<file path="src/shared/tccp_pkg.sv">
// package for the two-channel capture/compare/pwm counter module
package tccp_pkg;
    // ========================================
    // register byte offsets on the apb bus
    localparam logic [7:0] OFF_MODULE_CTRL = 8'h00; // halt, counter clear, wrap flag
    localparam logic [7:0] OFF_COUNT       = 8'h04; // counter value, read only
    localparam logic [7:0] OFF_PERIOD      = 8'h08; // period_limit_pair
    localparam logic [7:0] OFF_CH0_CTRL    = 8'h0c; // channel0_control_status
    localparam logic [7:0] OFF_CH0_VALUE   = 8'h10; // channel 0 channel_value_pair
    localparam logic [7:0] OFF_CH1_CTRL    = 8'h14; // channel1_control_status
    localparam logic [7:0] OFF_CH1_VALUE   = 8'h18; // channel 1 channel_value_pair
    // ========================================
    // module control field positions
    localparam int MC_WRAP_FLAG = 7;
    localparam int MC_HALT      = 5;
    localparam int MC_CLEAR     = 4;
    // channel control field positions
    localparam int CC_EVENT_FLAG = 7;
    localparam int CC_IRQ_EN     = 6;
    localparam int CC_MS_B       = 5;
    localparam int CC_MS_A       = 4;
    localparam int CC_ELS_B      = 3;
    localparam int CC_ELS_A      = 2;
    localparam int CC_TOGGLE     = 1;
    localparam int CC_FULL_DUTY  = 0;
    // ========================================
    // reset values
    localparam logic [15:0] PERIOD_RESET = 16'hffff;
    localparam logic        HALT_RESET   = 1'b1;
    localparam logic [7:0]  CTRL_RESET   = 8'h00;
    // ========================================
    // channel control word
    typedef struct packed {
        logic       event_flag;         // channel_event_flag
        logic       irq_enable;         // channel_irq_enable
        logic [1:0] mode_select;        // channel_mode_select
        logic [1:0] edge_level_select;  // edge_level_select
        logic       toggle_at_wrap;     // toggle_at_wrap
        logic       full_duty_force;    // full_duty_force
    } tccp_ctrl_s;
endpackage

</file>
<file path="src/core/tccp_core.sv">
// two-channel capture/compare/pwm counter module with apb register access
//
// Chosen here: the APB slave port and the address map.
`timescale 1ns/1ps
`default_nettype none
// ========================================
module tccp_core #(
    parameter int CNT_W = 16 // counter width
) (
    input  wire logic        clk,
    input  wire logic        sys_rst,
    input  wire logic        psel,
    input  wire logic        penable,
    input  wire logic        pwrite,
    input  wire logic [7:0]  paddr,
    input  wire logic [31:0] pwdata,
    output logic      [31:0] prdata,
    output logic             pready,
    output logic             pslverr,
    input  wire logic [1:0]  chan_pin_in,  // channel0_pin, channel1_pin input levels
    output logic      [1:0]  chan_pin_out, // driven pin levels
    output logic      [1:0]  chan_pin_oe,  // high while the channel drives its pin
    output logic      [1:0]  chan_irq      // per-channel interrupt requests
);
    // elaboration guard: the register map and the compare path carry a
    // 16-bit counter only, so any other width is refused up front
    if (CNT_W != 16) begin : g_bad_width
        $error("tccp_core supports only a 16-bit counter");
    end

    // ========================================
    // state
    logic [15:0]          count;        // shared up-counter
    logic [15:0]          period;       // period_limit_pair
    logic                 halt;         // counter_halt
    logic                 wrap_flag;    // counter_wrap_flag
    tccp_pkg::tccp_ctrl_s ctrl [2];     // channel_control_status
    logic [15:0]          value [2];    // channel_value_pair
    logic [1:0]           pin_prev;     // last sampled pin level for edge detection
    logic                 ch1_active;   // paired mode: channel 1 value in control
    logic                 ch1_pending;  // paired mode: channel 1 written since last hand-over
    logic                 ch0_pending;  // paired mode: channel 0 written since last hand-over

    // apb strobes: the write lands at the access edge
    logic wr_en;
    logic rd_en;
    assign wr_en = psel & penable & pwrite;
    assign rd_en = psel & penable & ~pwrite;

    logic wrap;       // counter at modulo value this tick
    logic paired;     // channels linked for buffered operation
    logic clear_cnt;  // software counter clear
    assign wrap      = ~halt & (count == period);
    assign paired    = ctrl[0].mode_select[1];
    assign clear_cnt = wr_en & (paddr == tccp_pkg::OFF_MODULE_CTRL) & pwdata[tccp_pkg::MC_CLEAR];

    // value the counter takes at this edge while running; compares act as the counter
    // reaches its value, so the pulse from wrap to match lasts exactly
    // value counts and duty equals value over the period count
    // limitation: a compare value of zero meets the wrap, and the wrap wins
    logic [15:0] next_count;
    always_comb begin
        next_count = count + 16'h0001;
        if (clear_cnt || wrap) begin
            next_count = 16'h0000; // restart, as the counter itself does
        end
    end

    // ========================================
    // counter: wraps to zero after the modulo value, so n gives n+1 counts
    // the clear bit restarts the count but leaves the period and flag alone
    always_ff @(posedge clk) begin
        if (sys_rst) begin
            count <= 16'h0000;
        end else if (clear_cnt) begin
            count <= 16'h0000;
        end else if (wrap) begin
            count <= 16'h0000;
        end else if (!halt) begin
            count <= count + 16'h0001;
        end
    end

    // module control and period registers
    always_ff @(posedge clk) begin
        if (sys_rst) begin
            halt      <= tccp_pkg::HALT_RESET;
            period    <= tccp_pkg::PERIOD_RESET;
            wrap_flag <= 1'b0;
        end else begin
            if (wr_en && paddr == tccp_pkg::OFF_MODULE_CTRL) begin
                halt <= pwdata[tccp_pkg::MC_HALT];
            end
            if (wr_en && paddr == tccp_pkg::OFF_PERIOD) begin
                period <= pwdata[15:0];
            end
            // set wins over a software clear in the same cycle
            if (wrap) begin
                wrap_flag <= 1'b1;
            end else if (wr_en && paddr == tccp_pkg::OFF_MODULE_CTRL
                         && !pwdata[tccp_pkg::MC_WRAP_FLAG]) begin
                wrap_flag <= 1'b0;
            end
        end
    end

    // ========================================
    // per-channel decode
    logic [1:0]  is_capture;  // mode 00: input capture
    logic [1:0]  edge_hit;    // selected edge seen on pin
    logic [1:0]  match;       // next counter value equals active compare value
    logic [1:0]  ch_event;    // capture or compare event this tick
    logic [1:0]  ctrl_wr;     // control register written
    logic [1:0]  val_wr;      // value register written
    logic [15:0] cmp_val [2]; // value actually compared
    logic [1:0]  pin_enabled; // channel owns its pin

    assign cmp_val[0] = (paired && ch1_active) ? value[1] : value[0];
    assign cmp_val[1] = value[1];

    genvar gi;
    generate
        for (gi = 0; gi < 2; gi++) begin : g_dec
            logic rise;
            logic fall;
            assign rise = ~pin_prev[gi] & chan_pin_in[gi];
            assign fall = pin_prev[gi] & ~chan_pin_in[gi];
            // channel 1 is idle while paired
            assign pin_enabled[gi] = (gi == 0) ? (ctrl[0].mode_select != 2'b00
                                     || ctrl[0].edge_level_select != 2'b00)
                                   : (!paired && (ctrl[1].mode_select != 2'b00
                                     || ctrl[1].edge_level_select != 2'b00));
            assign is_capture[gi] = (ctrl[gi].mode_select == 2'b00) && !(gi == 1 && paired);
            // els 01 rising, 10 falling, 11 either edge
            assign edge_hit[gi] = (ctrl[gi].edge_level_select[0] & rise)
                                | (ctrl[gi].edge_level_select[1] & fall);
            // match on the live value: a skipped-over new value gives no match
            // until the counter comes round to it in the next period
            assign match[gi] = ~halt & ~is_capture[gi] & pin_enabled[gi]
                             & (next_count == cmp_val[gi]);
            assign ch_event[gi] = (is_capture[gi] & edge_hit[gi]) | match[gi];
            assign ctrl_wr[gi] = wr_en && paddr == ((gi == 0) ? tccp_pkg::OFF_CH0_CTRL
                                                             : tccp_pkg::OFF_CH1_CTRL);
            assign val_wr[gi] = wr_en && paddr == ((gi == 0) ? tccp_pkg::OFF_CH0_VALUE
                                                            : tccp_pkg::OFF_CH1_VALUE);
        end
    endgenerate

    // ========================================
    // channel control, values and capture latch
    generate
        for (gi = 0; gi < 2; gi++) begin : g_ch
            always_ff @(posedge clk) begin
                if (sys_rst) begin
                    ctrl[gi]     <= tccp_pkg::tccp_ctrl_s'(tccp_pkg::CTRL_RESET);
                    value[gi]    <= 16'h0000;
                    pin_prev[gi] <= 1'b0;
                end else begin
                    pin_prev[gi] <= chan_pin_in[gi];
                    if (ctrl_wr[gi]) begin
                        ctrl[gi].irq_enable        <= pwdata[tccp_pkg::CC_IRQ_EN];
                        ctrl[gi].mode_select[1]    <= (gi == 0) ? pwdata[tccp_pkg::CC_MS_B]
                                                                : 1'b0;
                        ctrl[gi].mode_select[0]    <= pwdata[tccp_pkg::CC_MS_A];
                        ctrl[gi].edge_level_select <= pwdata[tccp_pkg::CC_ELS_B:
                                                             tccp_pkg::CC_ELS_A];
                        ctrl[gi].toggle_at_wrap    <= pwdata[tccp_pkg::CC_TOGGLE];
                        ctrl[gi].full_duty_force   <= pwdata[tccp_pkg::CC_FULL_DUTY];
                    end
                    // flag: event sets and wins over a zero written the same cycle
                    if (ch_event[gi]) begin
                        ctrl[gi].event_flag <= 1'b1;
                    end else if (ctrl_wr[gi] && !pwdata[tccp_pkg::CC_EVENT_FLAG]) begin
                        ctrl[gi].event_flag <= 1'b0;
                    end
                    // capture wins over a software write of the value
                    if (is_capture[gi] && edge_hit[gi]) begin
                        value[gi] <= count;
                    end else if (val_wr[gi]) begin
                        value[gi] <= pwdata[15:0];
                    end
                end
            end
        end
    endgenerate

    // ========================================
    // paired hand-over: the last written register takes control at wrap, but a channel 0 write in the wrap cycle yields to a pending channel 1
    // a write to the register in control acts at once, as unbuffered, so
    // software is expected to write only the idle one
    always_ff @(posedge clk) begin
        if (sys_rst) begin
            ch1_active  <= 1'b0;
            ch1_pending <= 1'b0;
            ch0_pending <= 1'b0;
        end else if (!paired) begin
            ch1_active  <= 1'b0; // channel 0 controls first when pairing starts
            ch1_pending <= 1'b0;
            ch0_pending <= 1'b0;
        end else begin
            if (wrap) begin
                if (ch1_pending || val_wr[1]) begin
                    ch1_active <= 1'b1;
                end else if (ch0_pending || val_wr[0]) begin
                    ch1_active <= 1'b0;
                end
                ch1_pending <= 1'b0;
                ch0_pending <= 1'b0;
            end else if (val_wr[1]) begin
                ch1_pending <= 1'b1;
                ch0_pending <= 1'b0;
            end else if (val_wr[0]) begin
                ch0_pending <= 1'b1;
                ch1_pending <= 1'b0;
            end
        end
    end

    // ========================================
    // pin actions: wrap toggle overrides a coinciding match
    // the pin level is registered state only, so a channel that hands its
    // pin back keeps its last level for the next time it drives
    generate
        for (gi = 0; gi < 2; gi++) begin : g_pin
            always_ff @(posedge clk) begin
                if (sys_rst) begin
                    chan_pin_out[gi] <= 1'b0;
                    chan_pin_oe[gi]  <= 1'b0;
                    chan_irq[gi]     <= 1'b0;
                end else begin
                    chan_pin_oe[gi] <= pin_enabled[gi] && !is_capture[gi];
                    chan_irq[gi] <= ctrl[gi].event_flag & ctrl[gi].irq_enable;
                    if (ctrl[gi].full_duty_force && ctrl[gi].toggle_at_wrap
                        && !is_capture[gi] && pin_enabled[gi]) begin
                        chan_pin_out[gi] <= 1'b1;
                    end else if (wrap && ctrl[gi].toggle_at_wrap && !is_capture[gi]
                                 && pin_enabled[gi]) begin
                        chan_pin_out[gi] <= ~chan_pin_out[gi];
                    end else if (match[gi]) begin
                        // 10 clears, 11 sets, 01 toggles, 00 holds
                        unique case (ctrl[gi].edge_level_select)
                            2'b10: chan_pin_out[gi] <= 1'b0;
                            2'b11: chan_pin_out[gi] <= 1'b1;
                            2'b01: chan_pin_out[gi] <= ~chan_pin_out[gi];
                            2'b00: chan_pin_out[gi] <= chan_pin_out[gi];
                        endcase
                    end
                end
            end
        end
    endgenerate

    // ========================================
    // apb slave: zero wait states, unmapped offsets answer with an error
    // ready is a registered pulse, so the write strobe needs only psel and
    // penable: with no wait states the access edge is the ready edge
    logic        mapped;
    logic [31:0] rd_mux;
    always_comb begin
        mapped = 1'b1;
        rd_mux = 32'h0000_0000;
        unique case (paddr)
            tccp_pkg::OFF_MODULE_CTRL: begin
                rd_mux[tccp_pkg::MC_WRAP_FLAG] = wrap_flag;
                rd_mux[tccp_pkg::MC_HALT]      = halt;
            end
            tccp_pkg::OFF_COUNT:     rd_mux[15:0] = count;
            tccp_pkg::OFF_PERIOD:    rd_mux[15:0] = period;
            tccp_pkg::OFF_CH0_CTRL:  rd_mux[7:0]  = ctrl[0];
            tccp_pkg::OFF_CH0_VALUE: rd_mux[15:0] = value[0];
            tccp_pkg::OFF_CH1_CTRL:  rd_mux[7:0]  = ctrl[1];
            tccp_pkg::OFF_CH1_VALUE: rd_mux[15:0] = value[1];
            default:                 mapped = 1'b0;
        endcase
    end

    always_ff @(posedge clk) begin
        if (sys_rst) begin
            prdata  <= 32'h0000_0000;
            pready  <= 1'b0;
            pslverr <= 1'b0;
        end else begin
            // ready one cycle after setup, dropped after the access edge
            pready  <= psel & ~penable;
            pslverr <= psel & ~penable & ~mapped;
            if (psel && !penable && !pwrite) begin
                prdata <= rd_mux;
            end
        end
    end

    // ========================================
    // assertions
    a_wrap_restarts: assert property (@(posedge clk) disable iff (sys_rst)
        (wrap && !clear_cnt) |=> (count == 16'h0000 && wrap_flag))
        else $error("counter did not restart at zero after wrap");
    // channel 1 carries the capture traffic of the scenarios
    a_capture_latch: assert property (@(posedge clk) disable iff (sys_rst)
        (is_capture[1] && edge_hit[1]) |=> (value[1] == $past(count)))
        else $error("capture did not latch counter");
    a_flag_sets: assert property (@(posedge clk) disable iff (sys_rst)
        ch_event[1] |=> ctrl[1].event_flag)
        else $error("event flag not set");
    a_irq_gated: assert property (@(posedge clk) disable iff (sys_rst)
        chan_irq[0] |-> $past(ctrl[0].irq_enable && ctrl[0].event_flag))
        else $error("irq without enabled flag");
    a_match_clears: assert property (@(posedge clk) disable iff (sys_rst)
        (match[0] && !wrap && !ctrl[0].full_duty_force
         && ctrl[0].edge_level_select == 2'b10) |=> !chan_pin_out[0])
        else $error("clear on match failed");
    a_wrap_toggle: assert property (@(posedge clk) disable iff (sys_rst)
        (wrap && ctrl[1].toggle_at_wrap && !ctrl[1].full_duty_force && pin_enabled[1]
         && !is_capture[1]) |=> (chan_pin_out[1] != $past(chan_pin_out[1])))
        else $error("pin did not toggle at wrap");
    a_full_duty: assert property (@(posedge clk) disable iff (sys_rst)
        (ctrl[0].full_duty_force && ctrl[0].toggle_at_wrap && pin_enabled[0]
         && !is_capture[0]) |=> chan_pin_out[0])
        else $error("full duty not high");
    a_pair_frees: assert property (@(posedge clk) disable iff (sys_rst)
        paired ##1 paired |-> !chan_pin_oe[1])
        else $error("channel 1 pin driven while paired");
    a_ready_one: assert property (@(posedge clk) disable iff (sys_rst)
        (psel && !penable) |=> pready) // zero wait state answer
        else $error("apb answer late");

    // ========================================
    // guards on counting, capture, compare and the bus
    // hazard: a halted counter that creeps would shift every capture stamp
    a_halt_holds: assert property (@(posedge clk) disable iff (sys_rst)
        (halt && !clear_cnt) |=> $stable(count)) // counter frozen while halted
        else $error("counter moved while halted");
    a_clear_restarts: assert property (@(posedge clk) disable iff (sys_rst)
        clear_cnt |=> (count == 16'h0000)) // software restart
        else $error("counter clear did not restart at zero");
    a_capture_quiet: assert property (@(posedge clk) disable iff (sys_rst)
        is_capture[0] |=> !chan_pin_oe[0])
        else $error("capture channel drives its pin");
    a_irq_follows: assert property (@(posedge clk) disable iff (sys_rst)
        (ctrl[1].event_flag && ctrl[1].irq_enable) |=> chan_irq[1])
        else $error("enabled flag raised no irq");
    a_match_sets: assert property (@(posedge clk) disable iff (sys_rst)
        (match[0] && !wrap && ctrl[0].edge_level_select == 2'b11)
        |=> chan_pin_out[0])
        else $error("set on match failed");
    // the slave answers each setup with a single ready cycle
    a_ready_pulse: assert property (@(posedge clk) disable iff (sys_rst)
        pready |=> !pready) // one-cycle answer
        else $error("apb ready held too long");
    a_err_unmapped: assert property (@(posedge clk) disable iff (sys_rst)
        (psel && !penable && !mapped) |=> pslverr) // refused offset
        else $error("unmapped offset not refused");
endmodule
`default_nettype wire

</file>
<file path="config.mk">
export PLATFORM = sky130hd
export DESIGN_NAME = tccp_core
export DESIGN_NICKNAME = d
export VERILOG_FILES = /design/src/shared/tccp_pkg.sv /design/src/core/tccp_core.sv
export SDC_FILE = /design/constraint.sdc
export NUM_CORES = 1
export LEC_CHECK = 0
export BUFFER_PORTS_ARGS = -buffer_cell sky130_fd_sc_hd__clkbuf_2
export CAP_MARGIN = 20
export CORE_MARGIN = 2
export CORE_UTILIZATION = 60
export CTS_CLUSTER_SIZE = 16
export DETAILED_ROUTE_END_ITERATION = 8
export GPL_TIMING_DRIVEN = 0
export HOLD_SLACK_MARGIN = 0.1
export PLACE_DENSITY = 0.78
export SLEW_MARGIN = 20
export SYNTH_ARGS = -nofsm -noshare
export SYNTH_HDL_FRONTEND = slang
export SYNTH_SLANG_ARGS = --single-unit
</file>
<file path="constraint.sdc">
create_clock -name clk -period 5.3 [get_ports clk]
set_clock_uncertainty 0.2 [all_clocks]
set_input_delay 1.06 -clock clk [delete_from_list [all_inputs] [get_ports clk]]
set_output_delay 1.06 -clock clk [all_outputs]
set_load 0.03 [all_outputs]
</file>
* Word-level counts from Yosys, hierarchy flattened *
Memory sizes are Yosys's and may differ from the RTL's.
Cells that the tools add are included.

operators by class
  $add $sub $neg = 1
  equality and inequality tests = 17
  multiplexer cells = 78
  bitwise operators = 61
  reductions and logical operators = 63

operators by type and width
  kind                                           count
  two-way mux 16 bit                             6
  two-way mux 1 bit                              63
  == test 16 bit                                 3
  one-hot mux 8 bit (4 select lines)             1
  logical AND 1 bit                              30
  one-hot mux 5 bit (6 select lines)             1
  AND 1 bit                                      25
  == test 8 x 5 -> 1 bit, second input constant  3
  OR 1 bit                                       24
  adder 16 x 1 -> 16 bit, second input constant  1
  == test 8 x 4 -> 1 bit, second input constant  2
  one-hot mux 1 bit (7 select lines)             2
  nonzero test 2 bit                             7
  inverter 1 bit                                 12
  == test 2 bit, second input constant           4
  == test 8 x 3 -> 1 bit, second input constant  1
  logical NOT 2 bit                              4
  logical NOT 8 bit                              1
  OR reduction 7 bit                             1
  logical NOT 1 bit                              6
  inequality test 3 bit, second input constant   2
  one-hot mux 1 bit (3 select lines)             2
  one-hot mux 1 bit (6 select lines)             1
  AND reduction 2 bit                            3
  7 further kinds                                15

storage, ports and cells
  bits in registers = 63
  memory bits (writable) = 48
  input port bits = 47
  memories kept = 2

memory list
  memory  words  width  read ports  clocked after Yosys merged registers in  wr ports  RTL line         text
  value   2      16     2           0                                        2         tccp_core.sv:38  logic [15:0] value [2];
  ctrl    2      8      2           0                                        2         tccp_core.sv:37  tccp_pkg::tccp_ctrl_s ctrl [2];

* Longest topological paths before layout *
Gate-level depths: netlist of run 1.

  depth in word-level cells = 14
  gate-level depth with buffers = 10

* Least setup slack after synthesis of run 1 *
Ideal clock, no wire load.

  path type = input -> register
  start point = in paddr[7]
  end point = mem value[0][0] (enable)
  library setup time = 0.392 ns
  data arrival time = 3.081 ns
  data required time = 4.708 ns
  path slack = 1.627 ns
  stages = 7
  cells stage by stage = or4_1 nor2_1 and2_1 buf_4 and2b_1 nand2_1 o21bai_1

RTL lines
  element             RTL line         text
  start: declaration  tccp_core.sv:15  input wire logic [7:0] paddr,
  end: declaration    tccp_core.sv:38

==> results of run 1 <==
-- layout make-up --
cell class,count,area share (%)
clock buffer,11,3.12
inverter,6,0.290
timing repair buffer,53,3.54
multi-input combinational,595,50.2
sequential,110,34.4
clock inverter,5,0.708
buffer,75,5.50
tap,143,2.30
-- per-stage QoR --
| stage | cell area [um2] | utilization, % |
|---|---|---|
| finish | 7770 | 68.4 |
| global route | 7770 | 68.4 |
| CTS | 7770 | 68.4 |
| detailed placement | 7480 | 65.8 |
| global placement | 7460 | 65.6 |
| floorplan | 7020 | - |
-- worst max-delay path: stages --
cell and delay (ns):
buf_2 0.18, nor4_1 0.54, and4_1 0.33, buf_2 0.27, a21oi_2 0.15, nor4_1 0.31, o2111ai_1 0.29, or3_4 0.43
nand2_1 0.08
-- cells by family (layout without fill, tap and decap cells) --
kind of cell,count (synthesis),count (layout),synth area share (%)
flops,110,110,38.4
simple gates,320,320,24.3
other cells,1,16,0.0539
fa+ha+maj,1,1,0.180
xor+xnor,62,62,8.39
compound gates,155,155,15.7
buf+inv,81,150,6.47
mux,41,41,6.52
-- final timing paths --
path                                              from                        to  slack, ns
worst max register to register   count[1]$_SDFFE_PP0N_  ctrl[0][7]$_SDFFCE_PP0P_       1.84
worst min-delay path            wrap_flag$_SDFFE_PP0P_    wrap_flag$_SDFFE_PP0P_       0.27
worst max-delay path                          paddr[3]  ctrl[0][7]$_SDFFCE_PP0P_       1.52
worst min register to register  wrap_flag$_SDFFE_PP0P_    wrap_flag$_SDFFE_PP0P_       0.27
-- state kept, by name, summed over array words and instances, names as in the netlist, 2 cells and up --
name / cells
chan_irq: 2
chan_pin_oe: 2
chan_pin_out: 2
count: 16
ctrl: 15
period: 16
pin_prev: 2
prdata: 16
value: 32
-- synthesized netlist by cell type (all sizes together) (4+ instances only) --
master / count
nand2b: 7
or3: 4
xor2: 33
a311oi: 7
nand2: 92
and3: 10
nor3: 18
a211oi: 5
nand3: 22
and4: 4
mux2: 19
nor2b: 6
clkbuf: 25
a22o: 18
mux2i: 21
a21oi: 47
dfxtp: 63
o21ai: 20
xnor2: 26
buf: 50
nand4: 8
a22oi: 20
nor2: 76
a221oi: 6
inv: 6
o211ai: 4
edfxtp: 47
nand3b: 23
and2: 18
nor4: 17
-- routing by layer --
metal	track usage [%]	up-vias
met4	19.2	0
met2	56.1	420
met5	0	-
met3	8.17	88
li1	-	2916
met1	50.4	3071
-- layout by cell type (no fill, tap or decap), types with 6 or more instances in the layout --
cell type  Yosys  routed
a21oi_1       45      45
a221oi_1       6       6
a22o_1        18      18
a22oi_1       20      20
a311oi_1       7       7
and2_1        17      17
and3_1         9       9
buf_2         17      17
buf_4         25      25
clkbuf_1      24      25
clkbuf_16      0       9
clkbuf_2       1      53
conb_1         1      16
dfxtp_1       63      63
edfxtp_1      47      47
inv_1          6       6
mux2_2        17      17
mux2i_1       21      21
nand2_1       91      91
nand2b_1       7       7
nand3_1       22      22
nand3b_1      23      23
nand4_1        6       6
nor2_1        75      75
nor2b_1        6       6
nor3_1        16      16
nor4_1        13      13
o21ai_0       19      19
xnor2_1       26      26
xor2_1        33      33
-- power breakdown --
group | internal, mW | switching [mW] | leakage [nW] | total (mW)
Clock | 0.381 | 0.320 | 0.146 | 0.701
Sequential | 0.908 | 0.0282 | 0.986 | 0.936
Combinational | 0.0657 | 0.122 | 1.98 | 0.187
==> results.py, run 1 <==
metrics = {
    "place": {
        "hpwlAfterDp_um": 17400,
        "gp_congestion": 0.994,
        "port_buffers": 52,
        "pre_cts_ws_ns": 1.21,
        "placed_cells": 982,
    },
    "sta": {
        "finalSetupViolations": 0,
        "worst_pin_slew_ns": 1.01,
        "fmax_ghz": 0.265,
        "period_minus_slack_ns": 3.78,
        "finalMaxSlewViolations": 0,
        "setup_tns_ns": 0,
        "timing.hold.ws_ns": 0.275,
        "rsz0062_at_grt": "no",
        "hold_viol": 0,
        "period_share_pct": 71.3,
        "layout_setup_ws_ns": 1.52,
        "slew-limit-headroom_pct": 31.9,
    },
    "detailed_routing": {
        "num_vias": 6495,
        "via_per_inst": 6.51,
        "routed-wl-met3_um": 2620,
        "drtAntennaViolNets": 0,
        "drtPass1Iterations": 5,
        "wl_met2_um": 10200,
        "wl_per_cell_um": 23.1,
        "met1Wirelength_um": 9000,
        "drc": 0,
        "top_layer": "met4",
        "drt-total-wl_um": 23000,
        "first_iter_violations": 780,
    },
    "synth": {
        "synth_cells": 771,
        "synth.area.top_cells": "edfxtp_1, dfxtp_1, nand2_1, xor2_1, nor2_1",
        "yosysUniqueCellTypes": 80,
        "syn_area_per_cell_um2": 9.03,
        "synth-async-reset-ratio_pct": 0,
        "synthFlopType": "dfxtp_1",
        "yosys.area.top_type_share_pct": 20.3,
        "synth_seq_cells": 110,
        "yosys.area.top_type": "edfxtp_1",
        "syn-cell-area_um2": 6960,
        "synth-seq-area-share_pct": 38.4,
        "yosysWarnings": 0,
        "synth_edf_count": 47,
    },
    "global_routing": {
        "grt_start_max_net_pins": 18,
        "grt_overflow": 0,
        "grt_pass1_vias": 6133,
        "grt_first_pass_wirelength_um": 35300,
        "antenna_found_initial": 0,
        "grt.total_usage_pct": 37.2,
    },
    "pwr": {
        "irDropWorstVdd_mv": 0.234,
        "p_total_mw": 1.82,
        "power_density_nw_per_um2": 235,
        "p_leak_nw": 3.12,
    },
    "clocking": {
        "post-cts-setup-buffers": 0,
        "ctsHoldBuffers": 0,
        "cts_tree": "built",
        "cts-root-buf": "clkbuf_16",
        "cts_buffer_depth": 2,
        "clock_sinks": 110,
        "clk_latency_ns": 0.36,
        "ctsResizeCount": 0,
        "htreeDepth": 3,
        "clk_pin_slew_ns": 0.07,
        "numCtsBuffers": 9,
    },
    "cells_and_area": {
        "fillers": 959,
        "fin_nets": 898,
        "drive_gt1_share_pct": 18.2,
        "multi_input_area_um2": 3900,
        "register_area_um2": 2670,
        "final_cells": 998,
        "syn_to_final_growth_pct": 11.7,
        "diodes": 0,
    },
    "die": {
        "start_util_pct": 61.2,
        "pin_count": 87,
        "num_rows": 39,
        "core_um2": 11400,
        "die_h_um": 112,
        "dieArea_um2": 12500,
        "die_x_um": 112,
    },
    "setup_path": {
        "path_max_fanout": 10,
        "reg2reg_depth": 10,
        "critical_path_required_ns": 5.18,
        "cp-start-kind": "primary input",
        "crit_type": "primary input to register",
        "crit_arrival_ns": 3.66,
        "cp-end-kind": "register",
    },
    "status": {
        "status": "complete, no violations",
    },
    "hold_path": {
        "holdPathStages": 2,
        "hp-class": "register to register",
    },
    "flow_run": {
        "drv_cap": 0,
    },
}
(Power assumes the default switching activity.)
==> inputs of run 2 (changes only) <==
--- a/config.mk
+++ b/config.mk
@@ -8,12 +8,12 @@
 export BUFFER_PORTS_ARGS = -buffer_cell sky130_fd_sc_hd__clkbuf_2
 export CAP_MARGIN = 20
 export CORE_MARGIN = 2
-export CORE_UTILIZATION = 60
+export CORE_UTILIZATION = 53
 export CTS_CLUSTER_SIZE = 16
 export DETAILED_ROUTE_END_ITERATION = 8
 export GPL_TIMING_DRIVEN = 0
 export HOLD_SLACK_MARGIN = 0.1
-export PLACE_DENSITY = 0.78
+export PLACE_DENSITY = 0.73
 export SLEW_MARGIN = 20
 export SYNTH_ARGS = -nofsm -noshare
 export SYNTH_HDL_FRONTEND = slang
==> constraint.sdc (replaced) <==
create_clock -name clk -period 3.45 [get_ports clk]
set_clock_uncertainty 0.2 [all_clocks]
set_input_delay 0.69 -clock clk [delete_from_list [all_inputs] [get_ports clk]]
set_output_delay 0.69 -clock clk [all_outputs]
set_load 0.03 [all_outputs]
==> results.py, run 2 (same netlist as run 1, synthesis figures left out) <==
metrics = {
    "clocking": {
        "ctsHoldBuffers": 0,
        "clk_pin_slew_ns": 0.08,
        "htreeDepth": 3,
        "clock_sinks": 110,
        "clk_latency_ns": 0.37,
        "cts-root-buf": "clkbuf_16",
        "numCtsBuffers": 9,
        "cts_buffer_depth": 2,
        "cts_tree": "built",
    },
    "cells_and_area": {
        "diodes": 0,
        "largest_reg_flops": 32,
        "final_area_um2": 7820,
        "fin_nets": 898,
        "syn_to_final_growth_pct": 12.2,
        "top_register": "value",
        "drive_gt1_share_pct": 18.8,
        "layout_common_cells": "nand2_1, nor2_1, dfxtp_1",
        "fin_util_pct": 61.4,
        "layout_commonest_cell": "nand2_1",
        "fillers": 1160,
    },
    "detailed_routing": {
        "drtAntennaViolNets": 0,
        "wl_per_cell_um": 23.0,
        "drtPass1Iterations": 6,
        "drt-total-wl_um": 23600,
        "first_iter_violations": 764,
        "via_per_inst": 6.26,
        "drc": 0,
        "num_vias": 6424,
    },
    "setup_path": {
        "crit_family": "simple AND/OR/NAND/NOR gates",
        "cp-start-kind": "register",
        "crit_start": "ctrl[0][5]$_DFFE_PP_",
        "slowest_stage": "edfxtp_1",
        "path_max_fanout": 19,
        "critical_path_required_ns": 3.34,
        "reg2reg_to": "ctrl[0][7]$_SDFFCE_PP0P_",
        "cp_num_buf_inv": 1,
        "cp_cell_sequence": "nand2_2 -> buf_6 -> mux2i_1 -> or4b_1 -> nor4_1 -> o2111ai_2 -> or3_4 -> nand2_1",
        "reg2reg_depth": 8,
        "timing.rr.start": "ctrl[0][5]$_DFFE_PP_",
        "cp-endpoint": "ctrl[0][7]$_SDFFCE_PP0P_",
        "crit_arrival_ns": 3.26,
        "r2r_setup_slack_ns": 0.08,
        "cp.depth": 8,
        "crit_type": "register to register",
        "cp-end-kind": "register",
        "slowest_delay_ns": 0.55,
    },
    "die": {
        "core_um2": 12700,
        "die_h_um": 119,
        "num_rows": 41,
        "start_util_pct": 54.7,
        "die_x_um": 119,
        "dieArea_um2": 14100,
        "pin_count": 87,
    },
    "sta": {
        "timing.hold.ws_ns": 0.265,
        "finalMaxSlewViolations": 0,
        "finalSetupViolations": 0,
        "period_share_pct": 97.7,
        "fmax_ghz": 0.297,
        "hold_viol": 0,
        "slew-limit-headroom_pct": 30.2,
        "worst_pin_slew_ns": 1.04,
        "layout_setup_ws_ns": 0.0803,
        "period_minus_slack_ns": 3.37,
        "rsz0062_at_grt": "no",
    },
    "global_routing": {
        "met2_usage_pct": 50.1,
        "grt_pass1_vias": 5836,
        "groute.layer.met1.usage_pct": 45.7,
        "gr-usage-met3_pct": 6.61,
        "grt.busiest_layer": "met2",
        "grt.total_usage_pct": 33.3,
        "antenna_found_initial": 0,
        "grt_overflow": 0,
        "grt_start_max_net_pins": 19,
        "grt_first_pass_wirelength_um": 34900,
    },
    "place": {
        "hpwlAfterDp_um": 17800,
        "pre_cts_ws_ns": -0.325,
        "gp_congestion": 0.987,
        "dpl-instance-area_um2": 7510,
        "port_buffers": 52,
    },
    "hold_path": {
        "hp-class": "register to register",
    },
    "pwr": {
        "power_density_nw_per_um2": 348,
        "irDropWorstVdd_mv": 0.301,
        "p_leak_nw": 3.10,
    },
    "flow_run": {
        "drv_cap": 0,
    },
    "status": {
        "status": "complete, no violations",
    },
}
## run 2: cell count changes in the layout (fill, tap and decap cells not counted), moves of 2 or more
cell / change
nor3_1: -2
nor3_2: +2
nor4_1: -2
nor4_2: +2
## run 2: metrics by stage
step	cells	TNS [ns]	power [mW]
4_1_cts	1027	0	2.71
3_5_place_dp	1011	-3.75	1.74
3_3_place_gp	1010	-12.70	1.74
2_1_floorplan	786	0	1.63
5_1_grt	1027	0	2.79
6_report	1027	0	2.72
## run 2: per-layer routing
metal  vias to the layer above  routed length (um)
met5                         -                   0
met4                         0                 986
met3                        61                2450
met2                       403               10400
met1                      3053                9760
li1                       2907                   -
## run 2: how the worst min path moves through the flow
stage | to | start | slack (ns) | cells after the start
2_1_floorplan | wrap_flag$_SDFFE_PP0P_ | wrap_flag$_SDFFE_PP0P_ | 0.24 | 2
3_3_place_gp | wrap_flag$_SDFFE_PP0P_ | wrap_flag$_SDFFE_PP0P_ | 0.24 | 2
3_5_place_dp | wrap_flag$_SDFFE_PP0P_ | wrap_flag$_SDFFE_PP0P_ | 0.25 | 2
4_1_cts | wrap_flag$_SDFFE_PP0P_ | wrap_flag$_SDFFE_PP0P_ | 0.26 | 2
5_1_grt | wrap_flag$_SDFFE_PP0P_ | wrap_flag$_SDFFE_PP0P_ | 0.30 | 2
6_report | wrap_flag$_SDFFE_PP0P_ | wrap_flag$_SDFFE_PP0P_ | 0.26 | 2
## run 2: report_power, final
part | total, mW | switching, mW | internal [mW]
clock | 0.996 | 0.503 | 0.493
combinational | 0.289 | 0.188 | 0.101
sequential | 1.44 | 0.0431 | 1.39
## run 2: cell type report
| class | count | area, um2 | area share, % |
|---|---|---|---|
| buffer | 74 | 423 | 5.41 |
| clock buffer | 11 | 233 | 2.98 |
| clock inverter | 5 | 33.8 | 0.432 |
| inverter | 6 | 22.5 | 0.288 |
| multi-input combinational | 595 | 3940 | 50.4 |
| sequential | 110 | 2670 | 34.2 |
| tap | 172 | 215 | 2.75 |
| timing repair buffer | 54 | 279 | 3.57 |
## run 2: repair_timing
action / in CTS / in global routing
resized for setup: 2 / 4
buffers inserted: 0 / 1
endpoints found under the setup margin: 2 / 5
## run 2: tightest hold or removal path, cell delays in order (launching register included)
cell,delay (ns)
dfxtp_1,0.32
nand2_1,0.05
a21oi_1,0.05
